--- src/common/tpl_pkg.sv ---
// package for the three-point position latch
// assumes a single 100 MHz clock domain and an APB register bus
package tpl_pkg;

  // ---------------------------------------------------------------
  // register map (byte addresses)
  // ---------------------------------------------------------------
  localparam logic [7:0] ADDR_FWD_WIN   = 8'h00;
  localparam logic [7:0] ADDR_REV_WIN   = 8'h04;
  localparam logic [7:0] ADDR_OPT1_SEL  = 8'h08;
  localparam logic [7:0] ADDR_OPT2_SEL  = 8'h0C;
  localparam logic [7:0] ADDR_CTRL      = 8'h10;
  localparam logic [7:0] ADDR_IO        = 8'h14;
  localparam logic [7:0] ADDR_IO_STAT   = 8'h18;
  localparam logic [7:0] ADDR_IRQ_STAT  = 8'h1C;
  localparam logic [7:0] ADDR_IRQ_MASK  = 8'h20;
  localparam logic [7:0] ADDR_POS       = 8'h24;
  localparam logic [7:0] ADDR_VIEW1     = 8'h28;
  localparam logic [7:0] ADDR_VIEW2     = 8'h2C;
  localparam logic [7:0] ADDR_VIEW3     = 8'h30;
  localparam logic [7:0] ADDR_CMD       = 8'h34;

  // ---------------------------------------------------------------
  // reset values
  // ---------------------------------------------------------------
  localparam logic [31:0] RST_WIN  = 32'h0000_0000;
  localparam logic [15:0] RST_OSEL = 16'h0000;
  localparam logic [31:0] RST_WORD = 32'h0000_0000;

  // ---------------------------------------------------------------
  // io field positions
  // ---------------------------------------------------------------
  localparam int IO_REQ_LSB = 28;
  localparam int NUM_POINTS = 3;

  // ---------------------------------------------------------------
  // option view selector codes
  // ---------------------------------------------------------------
  localparam logic [15:0] OSEL_POS_C = 16'h0034;
  localparam logic [15:0] OSEL_POS_D = 16'h0036;

  // ---------------------------------------------------------------
  // monitor slot codes
  // ---------------------------------------------------------------
  localparam logic [3:0] MON_FB_POS  = 4'h0;
  localparam logic [3:0] MON_POS_B   = 4'h4;
  localparam logic [3:0] MON_OPT_ONE = 4'hE;
  localparam logic [3:0] MON_OPT_TWO = 4'hF;

  // capturing command code (the one that owns auxiliary latch bits)
  localparam logic [7:0] CMD_CAPTURE_OWNER = 8'h01;

  // ---------------------------------------------------------------
  // command control field layout
  // ---------------------------------------------------------------
  typedef struct packed {
    logic [3:0] rsv_31_28;
    logic [3:0] view_select_three;  // 27:24
    logic [3:0] view_select_two;    // 23:20
    logic [3:0] view_select_one;    // 19:16
    logic [3:0] rsv_15_12;
    logic [1:0] capture_source_select; // 11:10
    logic       rsv_9;
    logic       single_capture_request; // 8
    logic [1:0] rsv_7_6;
    logic [1:0] reference_filter_select; // 5:4
    logic [1:0] halt_style;         // 3:2
    logic       cancel;             // 1
    logic       pause;              // 0
  } tpl_ctrl_s;

  // decoded control outputs, auxiliary bits gated by command
  typedef struct packed {
    logic       pause;
    logic       cancel;
    logic [1:0] halt_style;
    logic [1:0] filter_sel;
    logic       single_req;
    logic [1:0] source_sel;
  } tpl_dec_s;

endpackage

--- src/rtl/tpl_window.sv ---
// latching window check for one position sample
// assumes signed 32-bit positions in reference units
module tpl_window (
  input  wire logic signed [31:0] fwd_in,   // forward limit
  input  wire logic signed [31:0] rev_in,   // reverse limit
  input  wire logic signed [31:0] pos_in,   // current position
  output logic                    inside_out // position may latch
);
  // open window when limits are not ordered
  always_comb begin
    if (fwd_in > rev_in) begin
      inside_out = (pos_in >= rev_in) && (pos_in <= fwd_in);
    end else begin
      inside_out = 1'b1;
    end
  end
endmodule

--- src/rtl/tpl_channel.sv ---
// one latch channel: arm, gate, capture, done flag
// assumes edge input already synchronous to clk
module tpl_channel (
  input  wire logic        clk_in,      // clock
  input  wire logic        arst_n_in,   // async reset, low
  input  wire logic        req_in,      // capture request level
  input  wire logic        win_in,      // inside window
  input  wire logic        ext_n_in,    // latch input, active low
  input  wire logic [31:0] pos_in,      // current position
  output logic             done_out,    // captured flag
  output logic             event_out,   // capture pulse
  output logic [31:0]      cap_out      // captured position
);
  logic ext_d_reg;
  logic edge_w;

  assign edge_w    = ext_d_reg & ~ext_n_in;
  // capture only while requested and in window, once per request
  assign event_out = req_in & win_in & edge_w & ~done_out;

  always_ff @(posedge clk_in or negedge arst_n_in) begin
    if (!arst_n_in) begin
      ext_d_reg <= 1'b1;
    end else begin
      ext_d_reg <= ext_n_in;
    end
  end

  always_ff @(posedge clk_in or negedge arst_n_in) begin
    if (!arst_n_in) begin
      done_out <= 1'b0;
    end else if (!req_in) begin
      done_out <= 1'b0;
    end else if (event_out) begin
      done_out <= 1'b1;
    end
  end

  always_ff @(posedge clk_in or negedge arst_n_in) begin
    if (!arst_n_in) begin
      cap_out <= 32'h0000_0000;
    end else if (event_out) begin
      cap_out <= pos_in;
    end
  end
endmodule

--- src/rtl/tpl_latch_top.sv ---
// three-point position latch with apb registers
// assumes APB master on CLK_IN and synchronous latch inputs
// Operation
// - option view one picks c or d
// - option view two picks c or d
// - signed window limits, reset zero
// - accept edge only windowed and requested
// - gating applies under every command
// - done flags at io bits 28-30
// - channel one fills b, monitor code 4
// - channel two fills c, codes E/F
// - channel three fills d, codes E/F
// - control field in frame bytes 4-7
// - auxiliary bits only for owning command
// - control honoured during command alarm
// - control field bit layout decode
// - request rise arms, input ends latch
// - request low cancels pending latch
module tpl_latch_top (
  input  wire logic        CLK_IN,         // 100 MHz clock
  input  wire logic        ARST_N_IN,      // async reset, low
  input  wire logic        PSEL_IN,        // apb select
  input  wire logic        PENABLE_IN,     // apb enable
  input  wire logic        PWRITE_IN,      // apb write
  input  wire logic [7:0]  PADDR_IN,       // apb address
  input  wire logic [31:0] PWDATA_IN,      // apb write data
  output logic [31:0]      PRDATA_OUT,     // apb read data
  output logic             PREADY_OUT,     // apb ready
  output logic             PSLVERR_OUT,    // apb error
  input  wire logic [31:0] POSITION_IN,    // feedback position
  input  wire logic [2:0]  EXT_N_IN,       // latch inputs, low
  input  wire logic        COMMAND_ALARM_IN, // command alarm
  output logic [31:0]      VIEW_ONE_OUT,   // monitor slot one
  output logic [31:0]      VIEW_TWO_OUT,   // monitor slot two
  output logic [31:0]      VIEW_THREE_OUT, // monitor slot three
  output logic [2:0]       DONE_OUT,       // capture done flags
  output logic [9:0]       CTRL_DEC_OUT,   // decoded control
  output logic             IRQ_OUT         // interrupt level
);

  // ---------------------------------------------------------------
  // registers
  // ---------------------------------------------------------------
  localparam int NUM_CH = tpl_pkg::NUM_POINTS;

  logic [31:0]       fwd_win_reg;
  logic [31:0]       rev_win_reg;
  logic [15:0]       opt1_sel_reg;
  logic [15:0]       opt2_sel_reg;
  logic [31:0]       ctrl_reg;
  logic [31:0]       io_reg;
  logic [7:0]        cmd_reg;
  logic [2:0]        irq_stat_reg;
  logic [2:0]        irq_mask_reg;
  logic [31:0]       rdata_next;
  logic              wr_w;
  logic              rd_w;
  logic              inside_w;
  logic [2:0]        req_w;
  logic [2:0]        event_w;
  logic [31:0]       cap_w [NUM_CH];
  logic [31:0]       opt_one_w;
  logic [31:0]       opt_two_w;
  tpl_pkg::tpl_ctrl_s ctrl_w;
  tpl_pkg::tpl_dec_s  dec_w;

  assign wr_w = PSEL_IN & PENABLE_IN & PWRITE_IN;
  assign rd_w = PSEL_IN & PENABLE_IN & ~PWRITE_IN;

  // ---------------------------------------------------------------
  // apb write side
  // ---------------------------------------------------------------
  always_ff @(posedge CLK_IN or negedge ARST_N_IN) begin
    if (!ARST_N_IN) begin
      fwd_win_reg <= tpl_pkg::RST_WIN;
      rev_win_reg <= tpl_pkg::RST_WIN;
    end else if (wr_w) begin
      if (PADDR_IN == tpl_pkg::ADDR_FWD_WIN) begin
        fwd_win_reg <= PWDATA_IN;
      end
      if (PADDR_IN == tpl_pkg::ADDR_REV_WIN) begin
        rev_win_reg <= PWDATA_IN;
      end
    end
  end

  always_ff @(posedge CLK_IN or negedge ARST_N_IN) begin
    if (!ARST_N_IN) begin
      opt1_sel_reg <= tpl_pkg::RST_OSEL;
      opt2_sel_reg <= tpl_pkg::RST_OSEL;
    end else if (wr_w) begin
      if (PADDR_IN == tpl_pkg::ADDR_OPT1_SEL) begin
        opt1_sel_reg <= PWDATA_IN[15:0];
      end
      if (PADDR_IN == tpl_pkg::ADDR_OPT2_SEL) begin
        opt2_sel_reg <= PWDATA_IN[15:0];
      end
    end
  end

  // ---------------------------------------------------------------
  // command frame fields
  // ---------------------------------------------------------------
  // control is bytes 4-7, stored little endian
  always_ff @(posedge CLK_IN or negedge ARST_N_IN) begin
    if (!ARST_N_IN) begin
      ctrl_reg <= tpl_pkg::RST_WORD;
      io_reg   <= tpl_pkg::RST_WORD;
      cmd_reg  <= 8'h00;
    end else if (wr_w) begin
      if (PADDR_IN == tpl_pkg::ADDR_CTRL) begin
        ctrl_reg <= PWDATA_IN;
      end
      if (PADDR_IN == tpl_pkg::ADDR_IO) begin
        io_reg <= PWDATA_IN;
      end
      if (PADDR_IN == tpl_pkg::ADDR_CMD) begin
        cmd_reg <= PWDATA_IN[7:0];
      end
    end
  end

  // ---------------------------------------------------------------
  // interrupts
  // ---------------------------------------------------------------
  always_ff @(posedge CLK_IN or negedge ARST_N_IN) begin
    if (!ARST_N_IN) begin
      irq_mask_reg <= 3'h0;
    end else if (wr_w && PADDR_IN == tpl_pkg::ADDR_IRQ_MASK) begin
      irq_mask_reg <= PWDATA_IN[2:0];
    end
  end

  // sticky events, set wins over write-one-to-clear
  always_ff @(posedge CLK_IN or negedge ARST_N_IN) begin
    if (!ARST_N_IN) begin
      irq_stat_reg <= 3'h0;
    end else begin
      if (wr_w && PADDR_IN == tpl_pkg::ADDR_IRQ_STAT) begin
        irq_stat_reg <= (irq_stat_reg & ~PWDATA_IN[2:0]) | event_w;
      end else begin
        irq_stat_reg <= irq_stat_reg | event_w;
      end
    end
  end

  // level output, any unmasked status bit
  assign IRQ_OUT = |(irq_stat_reg & irq_mask_reg);

  // ---------------------------------------------------------------
  // control field decode
  // ---------------------------------------------------------------
  // alarm input deliberately not used to gate decode
  assign ctrl_w = tpl_pkg::tpl_ctrl_s'(ctrl_reg);

  always_comb begin
    dec_w.pause      = ctrl_w.pause;
    dec_w.cancel     = ctrl_w.cancel;
    dec_w.halt_style = ctrl_w.halt_style;
    dec_w.filter_sel = ctrl_w.reference_filter_select;
    dec_w.single_req = 1'b0;
    dec_w.source_sel = 2'h0;
    if (cmd_reg == tpl_pkg::CMD_CAPTURE_OWNER) begin
      dec_w.single_req = ctrl_w.single_capture_request;
      dec_w.source_sel = ctrl_w.capture_source_select;
    end
  end

  always_ff @(posedge CLK_IN or negedge ARST_N_IN) begin
    if (!ARST_N_IN) begin
      CTRL_DEC_OUT <= 10'h000;
    end else begin
      // pad bit above the decoded fields
      CTRL_DEC_OUT <= {1'b0, dec_w};
    end
  end

  // ---------------------------------------------------------------
  // latch channels
  // ---------------------------------------------------------------
  tpl_window u_window (
    .fwd_in     (fwd_win_reg),
    .rev_in     (rev_win_reg),
    .pos_in     (POSITION_IN),
    .inside_out (inside_w)
  );

  // request bits gate every channel regardless of command
  assign req_w = io_reg[tpl_pkg::IO_REQ_LSB +: NUM_CH];

  genvar gi;
  generate
    for (gi = 0; gi < NUM_CH; gi++) begin : g_ch
      tpl_channel u_ch (
        .clk_in    (CLK_IN),
        .arst_n_in (ARST_N_IN),
        .req_in    (req_w[gi]),
        .win_in    (inside_w),
        .ext_n_in  (EXT_N_IN[gi]),
        .pos_in    (POSITION_IN),
        .done_out  (DONE_OUT[gi]),
        .event_out (event_w[gi]),
        .cap_out   (cap_w[gi])
      );
    end
  endgenerate

  // ---------------------------------------------------------------
  // monitor routing
  // ---------------------------------------------------------------
  function automatic logic [31:0] opt_pick(input logic [15:0] sel,
                                           input logic [31:0] pc,
                                           input logic [31:0] pd);
    if (sel == tpl_pkg::OSEL_POS_C) begin
      return pc;
    end else if (sel == tpl_pkg::OSEL_POS_D) begin
      return pd;
    end
    return 32'h0000_0000;
  endfunction

  // immediate: combinational on selector
  assign opt_one_w = opt_pick(opt1_sel_reg, cap_w[1], cap_w[2]);
  assign opt_two_w = opt_pick(opt2_sel_reg, cap_w[1], cap_w[2]);

  function automatic logic [31:0] mon_pick(input logic [3:0] code,
                                           input logic [31:0] fb,
                                           input logic [31:0] pb,
                                           input logic [31:0] o1,
                                           input logic [31:0] o2);
    case (code)
      tpl_pkg::MON_FB_POS:  return fb;
      tpl_pkg::MON_POS_B:   return pb;
      tpl_pkg::MON_OPT_ONE: return o1;
      tpl_pkg::MON_OPT_TWO: return o2;
      default:              return 32'h0000_0000;
    endcase
  endfunction

  always_ff @(posedge CLK_IN or negedge ARST_N_IN) begin
    if (!ARST_N_IN) begin
      VIEW_ONE_OUT   <= 32'h0000_0000;
      VIEW_TWO_OUT   <= 32'h0000_0000;
      VIEW_THREE_OUT <= 32'h0000_0000;
    end else begin
      VIEW_ONE_OUT   <= mon_pick(ctrl_w.view_select_one, POSITION_IN,
                                 cap_w[0], opt_one_w, opt_two_w);
      VIEW_TWO_OUT   <= mon_pick(ctrl_w.view_select_two, POSITION_IN,
                                 cap_w[0], opt_one_w, opt_two_w);
      VIEW_THREE_OUT <= mon_pick(ctrl_w.view_select_three, POSITION_IN,
                                 cap_w[0], opt_one_w, opt_two_w);
    end
  end

  // ---------------------------------------------------------------
  // apb read side
  // ---------------------------------------------------------------
  always_comb begin
    rdata_next = 32'h0000_0000;
    unique case (PADDR_IN)
      tpl_pkg::ADDR_FWD_WIN:  rdata_next = fwd_win_reg;
      tpl_pkg::ADDR_REV_WIN:  rdata_next = rev_win_reg;
      tpl_pkg::ADDR_OPT1_SEL: rdata_next = {16'h0000, opt1_sel_reg};
      tpl_pkg::ADDR_OPT2_SEL: rdata_next = {16'h0000, opt2_sel_reg};
      tpl_pkg::ADDR_CTRL:     rdata_next = ctrl_reg;
      tpl_pkg::ADDR_IO:       rdata_next = io_reg;
      tpl_pkg::ADDR_IO_STAT:  rdata_next = {1'b0, DONE_OUT, 28'h000_0000};
      tpl_pkg::ADDR_IRQ_STAT: rdata_next = {29'h0000_0000, irq_stat_reg};
      tpl_pkg::ADDR_IRQ_MASK: rdata_next = {29'h0000_0000, irq_mask_reg};
      tpl_pkg::ADDR_POS:      rdata_next = POSITION_IN;
      tpl_pkg::ADDR_VIEW1:    rdata_next = VIEW_ONE_OUT;
      tpl_pkg::ADDR_VIEW2:    rdata_next = VIEW_TWO_OUT;
      tpl_pkg::ADDR_VIEW3:    rdata_next = VIEW_THREE_OUT;
      tpl_pkg::ADDR_CMD:      rdata_next = {24'h00_0000, cmd_reg};
      default:                rdata_next = 32'h0000_0000;
    endcase
  end

  always_ff @(posedge CLK_IN or negedge ARST_N_IN) begin
    if (!ARST_N_IN) begin
      PRDATA_OUT <= 32'h0000_0000;
    end else if (PSEL_IN && !PENABLE_IN && !PWRITE_IN) begin
      PRDATA_OUT <= rdata_next;
    end
  end

  // ---------------------------------------------------------------
  // apb response
  // ---------------------------------------------------------------
  // word aligned and inside the map
  function automatic logic addr_ok(input logic [7:0] a);
    return (a[1:0] == 2'b00) && (a <= tpl_pkg::ADDR_CMD);
  endfunction

  // zero wait states, every access completes
  assign PREADY_OUT  = 1'b1;
  assign PSLVERR_OUT = PSEL_IN & PENABLE_IN & ~addr_ok(PADDR_IN);

  logic unused_w;
  assign unused_w = COMMAND_ALARM_IN & rd_w;

endmodule

--- config.mk ---
export PLATFORM = sky130hd
export DESIGN_NAME = tpl_latch_top
export DESIGN_NICKNAME = d
export VERILOG_FILES = /design/src/common/tpl_pkg.sv /design/src/rtl/tpl_window.sv /design/src/rtl/tpl_channel.sv /design/src/rtl/tpl_latch_top.sv
export SDC_FILE = /design/constraint.sdc
export NUM_CORES = 1
export LEC_CHECK = 0
export CAP_MARGIN = 20
export CORE_UTILIZATION = 55
export CTS_BUF_LIST = sky130_fd_sc_hd__clkbuf_2
export CTS_CLUSTER_DIAMETER = 200
export DETAILED_ROUTE_END_ITERATION = 12
export DONT_BUFFER_PORTS = 1
export PLACE_DENSITY = 0.66
export SLEW_MARGIN = 10
export SYNTH_ARGS = -nofsm -noshare
export SYNTH_HDL_FRONTEND = slang
export SYNTH_SLANG_ARGS = --single-unit
--- constraint.sdc ---
create_clock -name CLK_IN -period 8.7 [get_ports CLK_IN]
set_input_delay 1.74 -clock CLK_IN [delete_from_list [all_inputs] [get_ports CLK_IN]]
set_output_delay 1.74 -clock CLK_IN [all_outputs]
set_load 0.01 [all_outputs]
# After elaboration in Yosys (flattened, before gate mapping)
# Index checks and enable logic that the tools add are counted.
[op_classes] order_cmp=4 n_bitwise=27 eq_ne=30 reduce_logical=21 mux=23
[ops] cell="one-hot mux 32 bit (14 select lines)" n=1
[ops] cell="one-hot mux 32 bit (4 select lines)" n=3
[ops] cell="2-to-1 mux 32 bit" n=6
[ops] cell="equality test 16 x 6 -> 1 bit (second input constant)" n=4
[ops] cell="equality test 8 x 6 -> 1 bit (second input constant)" n=6
[ops] cell="equality test 8 x 5 -> 1 bit (second input constant)" n=4
[ops] cell=">= comparator 32 bit" n=1
[ops] cell="greater-than comparator 32 bit" n=1
[ops] cell="<= comparator 32 bit" n=1
[ops] cell="equality test 4 bit (second input constant)" n=6
[ops] cell="equality test 8 x 4 -> 1 bit (second input constant)" n=2
[ops] cell="AND 1 bit" n=15
[ops] cell="AND reduction 2 bit" n=7
[ops] cell="equality test 4 x 3 -> 1 bit (second input constant)" n=3
[ops] cell="zero test 4 bit" n=3
[ops] cell="2-to-1 mux 1 bit" n=11
[ops] cell="equality test 8 x 1 -> 1 bit (second input constant)" n=1
[ops] cell="equality test 8 x 3 -> 1 bit (second input constant)" n=1
[ops] cell="<= comparator 8 x 6 -> 1 bit (second input constant)" n=1
[ops] cell="zero test 8 bit" n=1
[ops] cell="NOT 1 bit" n=7
[ops] cell="AND 3 bit" n=2
[ops] cell="logical AND 1 bit" n=6
[ops] cell="2-to-1 mux 3 bit" n=2
[ops] cell="other kinds (6)" n=10
[word_totals] out_inout_bits=144 word_cells=128 in_bits=81 reg_bits=413

# Depth between registers and ports, before layout
[depth] ltp_word=8 depth_mapped=13 depth_no_buf=10

# Modules after synthesis
# From an unflattened synthesis, not the netlist that was laid out.
[unflattened] hier_cells=1828 area_unflattened_um2=21554.4
[modules_own_cells] mod="tpl_latch_top" seq_area_each_um2=7782.5 n_inst=1 cells_per_inst=1299 area_per_inst_um2=15332.2
[modules_own_cells] mod="tpl_channel" seq_area_each_um2=852.1 n_inst=3 cells_per_inst=73 area_per_inst_um2=1296.2
[modules_own_cells] mod="tpl_window" seq_area_each_um2=0.0 n_inst=1 cells_per_inst=310 area_per_inst_um2=2333.5

# Worst setup path before layout
# No wires, ideal clock.
[synth_path] path_type="input to register" start="input POSITION_IN[7]" end="register g_ch[0].u_ch.cap_out[0]" required_ns=8.631 path_stages=11 arrival_time_ns=4.170 setup_time_ns=0.069 path_buffers=2 setup_slack_ns=4.460 cell_sequence="ha_1 -> a41oi_1 -> o21ai_1 -> a221o_1 -> a211o_1 -> a211oi_2 -> mux2i_1 -> buf_2 -> buf_4 -> o211ai_2 -> nand3_1"
[synth_between] elab_chain_len=6 elab_cells_between_ends=7 cone_classes="order compare (2); mux (1); bitwise (3); reduce/logical (1)"
[synth_rtl] element="start, declared" line_no="tpl_latch_top.sv:30" rtl="input wire logic [31:0] POSITION_IN,"
[synth_rtl] element=">= comparator 32 bit / <= comparator 32 bit (equally long branches)" line_no="tpl_window.sv:12" rtl="inside_out = (pos_in >= rev_in) && (pos_in <= fwd_in);"
[synth_rtl] element="logical AND 1 bit *" line_no="tpl_window.sv:12"
[synth_rtl] element="2-to-1 mux 1 bit *" line_no="tpl_window.sv:11" rtl="if (fwd_in > rev_in) begin"
[synth_rtl] element="AND 1 bit * (3 in a row)" line_no="tpl_channel.sv:19" rtl="assign event_out = req_in & win_in & edge_w & ~done_out;"
[synth_rtl] element="end signal, assigned" line_no="tpl_channel.sv:43" rtl="cap_out <= pos_in;"
[synth_rtl] element="end, declared" line_no="tpl_channel.sv:12" rtl="output logic [31:0] cap_out"
# Every way passes the cells marked *; elsewhere a longest branch is shown, timed or not.
# A chain may end at the register's enable or synchronous reset.

# Worst setup path in the final report
[layout_path] start="input POSITION_IN[7]" end="register g_ch[2].u_ch.cap_out[1]"
[layout_between] elab_chain_len=6 elab_cells_between_ends=7 cone_classes="order compare (2); mux (1); bitwise (3); reduce/logical (1)"
[layout_rtl] element=">= comparator 32 bit / <= comparator 32 bit (equally long branches)" line_no="tpl_window.sv:12"
[layout_rtl] element="logical AND 1 bit *" line_no="tpl_window.sv:12"
[layout_rtl] element="2-to-1 mux 1 bit *" line_no="tpl_window.sv:11"
[layout_rtl] element="AND 1 bit * (3 in a row)" line_no="tpl_channel.sv:19"
[layout_rtl] element="end signal, assigned" line_no="tpl_channel.sv:43"
[layout_rtl] element="end, declared" line_no="tpl_channel.sv:12"
# Marked as above.

==> flow_summary.json <==
{
  "run_status": "complete, no violations",
  "ys_types": 57,
  "cp.arrival_ns": 5.50,
  "crit_chain": "ha_1 -> a41oi_1 -> o21ai_1 -> a221o_1 -> a211o_1 -> a211oi_2 -> mux2i_4 -> buf_4 -> buf_4 -> o211ai_1 -> nand3_1",
  "yosysWarnings": 0,
  "worstSetupStartpointType": "primary input",
  "pwr_density_cell_nw_per_um2": 205,
  "port_buffers": 0,
  "pre_cts_slack_ns": 3.17,
  "rows": 75,
  "avgSynthCellArea_um2": 10.3,
  "post_cts_resized": 0,
  "syn_to_final_growth_pct": 5.52,
  "yosys_register_bits": 413,
  "syn_inst": 2272,
  "ff_latch_area_um2": 10300,
  "clk_path_buf_depth": 3,
  "die_h_um": 208,
  "regMostFlops": "g_ch.u_ch.cap_out",
  "fin_nets": 2378,
  "clkTransAtPathRegs_ns": 0.10,
  "nFillCells": 3636,
  "critPathMaxStageDelay_ns": 0.69,
  "cts_tree": "built",
  "multiInputGateArea_um2": 12000,
  "r2r-start": "fwd_win_reg[7]",
  "io_pins": 225,
  "synth_nets": 2449,
  "r2r-end": "g_ch[2].u_ch.cap_out[1]",
  "maxCapViolCount": 0,
  "min_period_ns": 4.49,
  "synthArstFlopShare_pct": 100,
  "setup_violations": 0,
  "crit_buf_inv": 2,
  "drt-vias-per-instance": 7.48,
  "relSlewSlack_pct": 3.47,
  "drtPass1Iterations": 9,
  "required_ns": 9.72,
  "final_area_um2": 24700,
  "first_iter_violations": 2479,
  "power.switching_mw": 1.86,
  "grt_overflow_total": 0,
  "drt_wl_total_mm": 90.8,
  "ys_seq_area_share_pct": 44.1,
  "postCtsSetupBuffers": 0,
  "tns_ns": 0,
  "ys_top_cells_by_area": "dfrtp_1, mux2_2, ha_1, a22oi_1, o221ai_1",
  "min_path_type": "in -> async",
  "synth_area_leader_cell": "dfrtp_1",
  "ant_nets": 0,
  "power_frac_seq_pct": 49.8,
  "worst_pin_slew_ns": 1.45,
  "die_x_um": 208,
  "finalWeightedCongestion": 0.927,
  "cts_hold_buf": 0,
  "core_um2": 41900,
  "grt_use_total_pct": 41.3,
  "avgRoutedWirePerCell_um": 32.2,
  "grt_pass1_wl_mm": 134,
  "cpLargestDelayFamily": "compound AO/OA/AOI/OAI gates",
  "antenna_found_initial": 5,
  "grt_max_degree": 414,
  "dp_hpwl_mm": 57.2,
  "vias": 21100,
  "synth_top_flop_cell": "dfrtp_1",
  "insertion_delay_ns": 1.15,
  "combPwrFrac_pct": 23.1,
  "cts_sinks": 413,
  "cts_buffers": 108,
  "drive_above_1_share_pct": 20.4,
  "finalHoldViolations": 0,
  "setup_slack_ns": 4.21,
  "cpMostUsedCell": "buf_4",
  "htree_levels": 3,
  "busiest_layer": "met2",
  "final_max_slew_viol_count": 0,
  "crit_type": "in -> reg",
  "postPlaceCellArea_um2": 23700,
  "switching_share_pct": 36.7,
  "drc": 0,
  "fmax_mhz": 223,
  "pwr-share-clk_pct": 27.1,
  "cp_max_fo": 57,
  "cellLeakagePower_nw": 9.86,
  "synthMostInstantiatedCell": "dfrtp_1",
  "irDropWorstVdd_uv": 140,
  "end_kind": "flop",
  "dp_cells": 2627,
  "grt_pass1_vias": 20400,
  "reg2regPathDepth": 12,
  "netlist_top_cells_count": "dfrtp_1, clkbuf_1, mux2_2",
  "start_util_pct": 55.9,
  "grtUsageMet3_pct": 15.1,
  "rsz0062_at_grt": "no",
  "largest_register_ffs": 96,
  "synth_top_area_share_pct": 43.8,
  "synthesis.area_um2": 23400,
  "cp_slowest_cell": "buf_4",
  "synth_edf_count": 0,
  "die-area_um2": 43400,
  "ff2ff_setup_slack_ns": 4.41,
  "grt_util_met1_pct": 55.9,
  "cts_root_buffer": "clkbuf_2",
  "use_met2_pct": 59.4,
  "intPower_mw": 3.21,
  "fin_cells": 2817,
  "final.period_utilization_pct": 51.6,
  "clock_skew_ns": 0.0853,
  "holdWs_ns": 0.330
}
## routing by layer
metal | vias to the layer above | share of wire (%)
met4 | 4 | 4.3
met5 | - | 0.028
li1 | 8812 | -
met2 | 1489 | 43
met1 | 10500 | 40
met3 | 302 | 13
## worst max-delay path by stage
stage	startpoint	endpoint	slack [ns]	cells after the start
3_3_place_gp	POSITION_IN[7]	g_ch[1].u_ch.cap_out[23]	3.15	10
3_5_place_dp	POSITION_IN[31]	irq_stat_reg[1]	3.17	8
4_1_cts	POSITION_IN[31]	irq_stat_reg[1]	4.37	8
6_report	POSITION_IN[7]	g_ch[2].u_ch.cap_out[1]	4.21	11
2_1_floorplan	POSITION_IN[7]	g_ch[0].u_ch.cap_out[0]	4.46	11
5_1_grt	POSITION_IN[7]	g_ch[1].u_ch.cap_out[4]	4.24	11
## power by group through the flow
| stage | sequential [mW] | combinational, mW | clock (mW) |
|---|---|---|---|
| 2_1_floorplan | 2.43 | 0.936 | 0 |
| 3_3_place_gp | 2.53 | 1.08 | 0 |
| 3_5_place_dp | 2.55 | 1.12 | 0 |
| 4_1_cts | 2.51 | 1.13 | 1.38 |
| 5_1_grt | 2.56 | 1.27 | 1.47 |
| 6_report | 2.53 | 1.17 | 1.37 |
## cell usage in the layout, fill, tap and decap left out, drive strengths merged, types with 5 or more instances in the layout
cell and count:
a22o 44, inv 78, clkinv 30, nand4 121
a31oi 129, a22oi 131, nor4b 5, nor4 12
a221oi 63, buf 52, a21oi 39, a21o 13
ha 96, o21ai 36, mux2i 32, nor2 56
o221ai 96, o31ai 7, o211ai 98, mux2 183
o21a 98, dfrtp 410, nand2 117, a222oi 7
nand2b 9, clkbuf 151, nand3 109
## area by class of cell
class,instances,share of cell area [%]
flip-flops and latches,413,41.8
repair buffers,52,1.84
multi-input cells,1550,48.6
clock inverters,34,0.769
well taps,539,2.73
inverters,76,1.15
clock buffers,151,3.06
diodes,2,0.0202
## kinds of logic after synthesis
| logic type | share of synthesized area [%] |
|---|---|
| AO/OA/AOI/OAI | 25.2 |
| AND/OR/NAND/NOR | 10.1 |
| flip-flops | 44.1 |
| buffers and inverters | 5.24 |
| multiplexers | 10.2 |
| adder cells (fa/ha/maj) | 5.13 |
| other | 0.0320 |
## per-stage QoR
stage	util (%)	power [mW]
after floorplan	-	3.37
after global placement	56.5	3.61
after CTS	58.8	5.02
after detailed placement	56.5	3.67
final	59.0	5.08
after global routing	59.0	5.30
Note: power is estimated with default switching activity, not from simulation.
